## config.mk

```make
export PLATFORM = sky130hd
export DESIGN_NAME = hfs_supervisor
export DESIGN_NICKNAME = d
export VERILOG_FILES = /design/src/hfs_pkg.sv /design/src/hfs_supervisor.sv /design/src/hfs_sync.sv
export VERILOG_INCLUDE_DIRS = /design/src /design/src/src
export SDC_FILE = /design/constraint.sdc
export NUM_CORES = 1
export LEC_CHECK = 0
export BUFFER_PORTS_ARGS = -buffer_cell sky130_fd_sc_hd__buf_2
export CORE_MARGIN = 10
export CORE_UTILIZATION = 45
export CTS_CLUSTER_DIAMETER = 40
export CTS_CLUSTER_SIZE = 40
export DETAILED_ROUTE_END_ITERATION = 6
export PLACE_DENSITY = 0.69
export SLEW_MARGIN = 30
export SYNTH_ARGS = -nofsm -noshare
export SYNTH_HDL_FRONTEND = slang
export SYNTH_SLANG_ARGS = --single-unit
```

## constraint.sdc

```tcl
create_clock -name mclk -period 5.2 [get_ports mclk]
set_input_delay 0.78 -clock mclk [delete_from_list [all_inputs] [get_ports mclk]]
set_output_delay 0.78 -clock mclk [all_outputs]
set_load 0.02 [all_outputs]
```

## src/hfs_defines.svh

```systemverilog
// Purpose: Named constants for the hiccup fault supervisor.
// Assumes: One switching-rate clock enable derived from mclk.
// Notes: Counts are in switching cycles, except HFS_SW_DIV, which is in mclk cycles.
`ifndef HFS_DEFINES_SVH
`define HFS_DEFINES_SVH
`define HFS_NEG_EVENTS      5'h10
`define HFS_HICCUP_CYCLES   16'h8000
`define HFS_PGOOD_CYCLES    11'h400
`define HFS_SW_DIV          8'h32
`endif

```

## src/hfs_pkg.sv

```systemverilog
// Purpose: Types for the hiccup fault supervisor.
// Assumes: Nothing beyond the defines header.
// Notes: The state enum is shared with the assertion code.
package hfs_pkg;
    typedef enum logic [2:0] {
        HFS_OFF,
        HFS_SOFTSTART,
        HFS_RUN,
        HFS_HICCUP,
        HFS_THERMAL
    } hfs_state_t;
endpackage

```

## src/hfs_supervisor.sv

```systemverilog
// Purpose: Digital fault supervisor of an isolated buck converter: hiccup, discharge, power-good delay.
// Assumes: mclk at 50 MHz; a switching cycle is one enable pulse from a divider; comparators are asynchronous.
// Notes: Comparator inputs are synchronised, so every reaction lags its pin by at least two mclk cycles.
`timescale 1ns/100ps
`include "hfs_defines.svh"
module hfs_supervisor (
    input  wire logic               mclk,
    input  wire logic               rst_n,
    input  wire logic               enable_undervoltage_input,
    input  wire logic               runaway_limit,
    input  wire logic               peak_limit,
    input  wire logic               sink_limit,
    input  wire logic               discharge_limit,
    input  wire logic               primary_uv,
    input  wire logic               pgood_above_rise,
    input  wire logic               pgood_below_fall,
    input  wire logic               overtemp,
    input  wire logic               softstart_done,
    input  wire logic               pwm_on,
    output logic                    high_side_switch,
    output logic                    low_side_switch,
    output logic                    softstart_clear,
    output logic                    power_good_o,
    output logic                    power_good_oe_n,
    output hfs_pkg::hfs_state_t     state_o
);
    import hfs_pkg::*;

    logic [10:0] sync_q;
    logic        en_s;
    logic        run_s;
    logic        pk_s;
    logic        sk_s;
    logic        dis_s;
    logic        uv_s;
    logic        rise_s;
    logic        fall_s;
    logic        ot_s;
    logic        ssd_s;
    logic        pwm_s;

    hfs_sync #(.W(11)) u_sync (
        .mclk  (mclk),
        .rst_n (rst_n),
        .d     ({enable_undervoltage_input, runaway_limit, peak_limit, sink_limit, discharge_limit,
                 primary_uv, pgood_above_rise, pgood_below_fall, overtemp, softstart_done, pwm_on}),
        .q     (sync_q)
    );
    assign {en_s, run_s, pk_s, sk_s, dis_s, uv_s, rise_s, fall_s, ot_s, ssd_s, pwm_s} = sync_q;

    // Switching-cycle enable; the analog side sees cycles at mclk / divider.
    logic [7:0] div_reg;
    logic       sw_tick;
    assign sw_tick = (div_reg == `HFS_SW_DIV - 8'h01);
    always_ff @(posedge mclk) begin
        if (!rst_n || !en_s) begin
            div_reg <= 8'h00;
        end else if (sw_tick) begin
            div_reg <= 8'h00;
        end else begin
            div_reg <= div_reg + 8'h01;
        end
    end

    hfs_state_t  state_reg;
    hfs_state_t  state_next;
    logic [4:0]  neg_cnt_reg;
    logic [15:0] hic_cnt_reg;
    logic        sink_seen_reg;
    logic        pk_trip_reg;
    logic        ls_trip_reg;
    logic        trigger;
    logic        hic_done;

    assign hic_done = sw_tick && (hic_cnt_reg == `HFS_HICCUP_CYCLES - 16'h0001);
    // Runaway and the sink count are armed in soft-start too, so a retry that faults again goes back to hiccup; undervoltage acts in run only.
    assign trigger = run_s
                  || (neg_cnt_reg == `HFS_NEG_EVENTS)
                  || (uv_s && state_reg == HFS_RUN);

    always_comb begin
        state_next = state_reg;
        unique case (state_reg)
            HFS_OFF:       state_next = HFS_SOFTSTART;
            HFS_SOFTSTART: begin
                if (trigger) begin
                    state_next = HFS_HICCUP;
                end else if (ssd_s) begin
                    state_next = HFS_RUN;
                end
            end
            HFS_RUN:       if (trigger) state_next = HFS_HICCUP;
            HFS_HICCUP:    if (hic_done) state_next = HFS_SOFTSTART;
            HFS_THERMAL:   if (!ot_s) state_next = HFS_SOFTSTART;
        endcase
        if (ot_s) begin
            state_next = HFS_THERMAL;
        end
    end

    always_ff @(posedge mclk) begin
        if (!rst_n || !en_s) begin
            state_reg <= HFS_OFF;
        end else begin
            state_reg <= state_next;
        end
    end

    always_ff @(posedge mclk) begin
        if (!rst_n || !en_s || state_reg != HFS_HICCUP) begin
            hic_cnt_reg <= 16'h0000;
        end else if (sw_tick) begin
            hic_cnt_reg <= hic_cnt_reg + 16'h0001;
        end
    end

    // Consecutive sink-limit cycles; one clean cycle starts the count over.
    always_ff @(posedge mclk) begin
        if (!rst_n || !en_s || state_reg == HFS_HICCUP || state_reg == HFS_OFF || state_reg == HFS_THERMAL) begin
            neg_cnt_reg   <= 5'h00;
            sink_seen_reg <= 1'b0;
        end else if (sw_tick) begin
            sink_seen_reg <= 1'b0;
            if (sink_seen_reg || sk_s) begin
                neg_cnt_reg <= (neg_cnt_reg == `HFS_NEG_EVENTS) ? neg_cnt_reg : neg_cnt_reg + 5'h01;
            end else begin
                neg_cnt_reg <= 5'h00;
            end
        end else if (sk_s) begin
            sink_seen_reg <= 1'b1;
        end
    end

    // Per-cycle latches; the limits hold their switch off until the next cycle starts.
    always_ff @(posedge mclk) begin
        if (!rst_n || !en_s || sw_tick) begin
            pk_trip_reg <= 1'b0;
            ls_trip_reg <= 1'b0;
        end else begin
            if (pk_s) pk_trip_reg <= 1'b1;
            if (state_reg == HFS_HICCUP ? dis_s : sk_s) ls_trip_reg <= 1'b1;
        end
    end

    logic switching;
    assign switching = (state_reg == HFS_SOFTSTART) || (state_reg == HFS_RUN);
    always_ff @(posedge mclk) begin
        if (!rst_n || !en_s) begin
            high_side_switch <= 1'b0;
            low_side_switch  <= 1'b0;
        end else if (state_reg == HFS_HICCUP) begin
            high_side_switch <= 1'b0;
            low_side_switch  <= !ls_trip_reg && !dis_s && !sw_tick;
        end else if (switching) begin
            high_side_switch <= pwm_s && !pk_trip_reg && !pk_s;
            low_side_switch  <= !pwm_s && !ls_trip_reg && !sk_s;
        end else begin
            high_side_switch <= 1'b0;
            low_side_switch  <= 1'b0;
        end
    end

    always_ff @(posedge mclk) begin
        if (!rst_n) begin
            softstart_clear <= 1'b1;
        end else begin
            softstart_clear <= !en_s || state_next != HFS_SOFTSTART && state_next != HFS_RUN;
        end
    end

    // Power-good delay; outside enable the pin is held low, which is one valid choice.
    logic [10:0] pg_cnt_reg;
    logic        pg_rel_reg;
    always_ff @(posedge mclk) begin
        if (!rst_n || !en_s || fall_s || ot_s) begin
            pg_cnt_reg <= 11'h000;
            pg_rel_reg <= 1'b0;
        end else if (!rise_s) begin
            pg_cnt_reg <= 11'h000;
        end else if (pg_cnt_reg == `HFS_PGOOD_CYCLES) begin
            pg_rel_reg <= 1'b1;
        end else if (sw_tick) begin
            pg_cnt_reg <= pg_cnt_reg + 11'h001;
        end
    end
    assign power_good_o    = 1'b0;
    assign power_good_oe_n = pg_rel_reg;
    assign state_o         = state_reg;
endmodule

```

## src/hfs_sync.sv

```systemverilog
// Purpose: Two-flop synchroniser for each asynchronous comparator input.
// Assumes: Inputs are slow levels from analog comparators.
// Notes: First stage is read only by the second stage.
`timescale 1ns/100ps
module hfs_sync #(
    parameter int W = 8
) (
    input  wire logic         mclk,
    input  wire logic         rst_n,
    input  wire logic [W-1:0] d,
    output logic      [W-1:0] q
);
    logic [W-1:0] meta_reg;
    genvar i;
    generate
        for (i = 0; i < W; i++) begin : g_bit
            always_ff @(posedge mclk) begin
                if (!rst_n) begin
                    meta_reg[i] <= 1'b0;
                    q[i]        <= 1'b0;
                end else begin
                    meta_reg[i] <= d[i];
                    q[i]        <= meta_reg[i];
                end
            end
        end
    endgenerate
endmodule

```

==> results.md <==
* Status: finished, final reports clean
* PwrDens at 304 nW/um^2
* Final Hold Fails at 0
* Max-cap viol count at 0
* Switch Pwr at 221 uW
* Setup-failing EPs final at 0
* Max reg flops at 16
* Unique masters post-synth at 47
* Post-CTS Setup Inserts at 0
* Worst EP arrival at 2.64 ns
* Crit Path Max Fanout at 11
* Remaining antenna violation count after routing at 0
* Layout cell share with drive strength beyond 1 at 0.135
* Data required, critical path at 5.45 ns
* Die height at 102 um
* Worst Hold Class: flip-flop to flip-flop
* Layout Skew at 0.00582 ns
* Syn_area_per_cell at 9.45 um^2
* PortBufs at 19
* Row count at 29
* Async S/R FF share, synth at 0
* Die W at 102 um
* Total wire length at 5.47 mm
* I/O Pins at 21
* Synth warnings at 0
* Htree depth at 3
* # nets final at 363
* Top cell type by total area after synthesis: dfxtp_1
* GRT overflow at 0
* CTS sink cnt at 72
* Die area at 10500 um^2
* DR vias at 2274
* Post-synth top area share at 0.472
* Most frequent cell after synthesis: dfxtp_1
* Hold buffers post-CTS at 0
* Seq/Total Area, Yosys at 0.472
* Comb power frac at 0.020
* Internal power component at 803 uW
* Clock Root Buffer: clkbuf_8
* Clock share of power at 0.431
* Final Cycle Share at 0.459
* CP startpoint kind: flip-flop
* Final Max Tran Viols at 0
* Netlist Area Pre-Place at 3050 um^2
* Detailed Route Iter0 Violations at 143
* Setup TNS Final at 0 ns
* Cells on worst reg2reg path at 5
* Ranking of synthesized cells by area: dfxtp_1 (47%), and2_1 (4.7%), a21oi_1 (3.9%), nor2_1 (3.7%), ha_1 (2.9%)
* CTS resizes at 0
* Post-DR wirelength/cell at 12.9 um
* Via density per instance at 5.35
* Core ar. at 6460 um^2
* Post-layout util at 0.522
* Diode count at 0
* DR DRC count at 0
* Switching share of total power at 0.216
* Clock period minus worst slack at 2.39 ns
* Synth top cells by count: dfxtp_1 (72), nor2_1 (30), a21oi_1 (24)
* Largest net degree at the start of global routing at 25
* Worst-path clk slew at 0.07 ns
* EDFF count, synth at 0
* Unrepaired setup endpoints after global routing: false
* CTS Buf Count at 9
* Slew headroom at 0.382
* Placed Area at 3180 um^2
* Fillers at 586
* DRT Pass-1 Iters at 4
* VDD IR max at 0.000165 V
* R2R Setup Slk at 2.81 ns
* Antenna violations before repair at 0
* Clock Latency Late Sink at 0.34 ns
* P&R area growth vs syn at 10.5%
* Vias in the first global route at 2093
* Pleak at 1.16 nW
* CTS tree: yes
* Reg power frac at 0.550
* Post-layout instance area at 3370 um^2
* Worst slew pin tran at 0.923 ns
* CP Class: flip-flop to flip-flop
* Ys flop type: dfxtp_1
* Synthesized instance count at 323
* Max Root-Sink Buffers at 2
* Min-Delay Path Depth at 1
* GPL Wtd Cong at 0.801
* Mapped Nets at 343
* All-Layer GR Usage at 0.113
* Critical Path End Type: flip-flop
* First-pass GRT wire length at 9.60 mm
* Max Freq at 0.419 GHz
* Hpwl dp at 3.85 mm
* Initial Util at 0.473
* Yosys reg bits at 72
[final cells by class]
class	count	area, um^2	share of cell area
Clock buffer	11	141	0.0419
Inverter	12	45.0	0.0134
Sequential cell	72	1440	0.427
Timing Repair Buffer	19	95.1	0.0282
Tap cell	77	96.3	0.0286
Clock inverter	5	56.3	0.0167
Multi-Input combinational cell	229	1500	0.444
[per-layer routing]
| layer | vias up | track usage | share of wire | routed length [um] |
|---|---|---|---|---|
| li1 | 1178 | - | - | - |
| met1 | 1053 | 0.146 | 0.51 | 2790 |
| met2 | 37 | 0.170 | 0.44 | 2390 |
| met3 | 6 | 0.0385 | 0.041 | 227 |
| met4 | 0 | 0.0434 | 0.013 | 70 |
| met5 | - | 0 | 0 | 0 |
[logic make-up after synthesis]
logic type / share of synthesized area
AND/OR/NAND/NOR: 0.312
flip-flops: 0.472
AO/OA/AOI/OAI: 0.0906
buffers and inverters: 0.0373
XOR/XNOR: 0.0516
adder cells (fa/ha/maj): 0.0287
multiplexers: 0.00656
other: 0.00123
[worst max-delay path, cell delays in order, from the launching register on]
cell	delay [ns]
dfxtp_1	0.42
ha_1	0.21
nor3b_2	0.76
nand4_2	0.29
or4_1	0.47
a21oi_1	0.15
[path summary, 6_finish.rpt]
| path | end | start |
|---|---|---|
| worst max-delay path | hic_cnt_reg[13]$_SDFFE_PP0P_ | div_reg[0]$_SDFF_PP0_ |
| worst min-delay path | low_side_switch$_SDFF_PP0_ | ls_trip_reg$_SDFFE_PP0P_ |
| worst max register to register | hic_cnt_reg[13]$_SDFFE_PP0P_ | div_reg[0]$_SDFF_PP0_ |
| worst min register to register | low_side_switch$_SDFF_PP0_ | ls_trip_reg$_SDFFE_PP0P_ |
[cell usage in the layout, fill, tap and decap left out, types with 3 or more instances in the layout]
cell type,n
nor3_1,9
nor2b_1,4
inv_1,12
nand2_1,13
ha_1,7
nand4_1,9
a21oi_1,24
nor2_1,30
buf_2,19
dfxtp_1,72
clkbuf_8,10
nand3_1,16
and2_1,23
o21ai_0,16
o31ai_1,3
and4_1,5
xor2_1,8
or4_1,6
and3_1,5
xnor2_1,10
or3_1,10
[metrics by stage]
step           setup slack, ns  power (mW)  hold WS [ns]  std cells
6_report                  2.81        1.02         0.425        425
5_1_grt                   2.59        1.06         0.445        425
4_1_cts                   2.81        1.03         0.429        425
3_5_place_dp              2.84       0.596         0.409        409
3_3_place_gp              2.92       0.596         0.411        409
2_1_floorplan             3.43       0.590         0.389        323
[power groups by stage]
stage	registers (mW)	clock network [mW]	logic, mW
floorplan	0.576	0	0.0145
global placement	0.576	0	0.0201
detailed placement	0.576	0	0.0204
CTS	0.563	0.450	0.0205
global route	0.564	0.477	0.0233
finish	0.563	0.441	0.0201
Power figures use the tool's default switching activity.
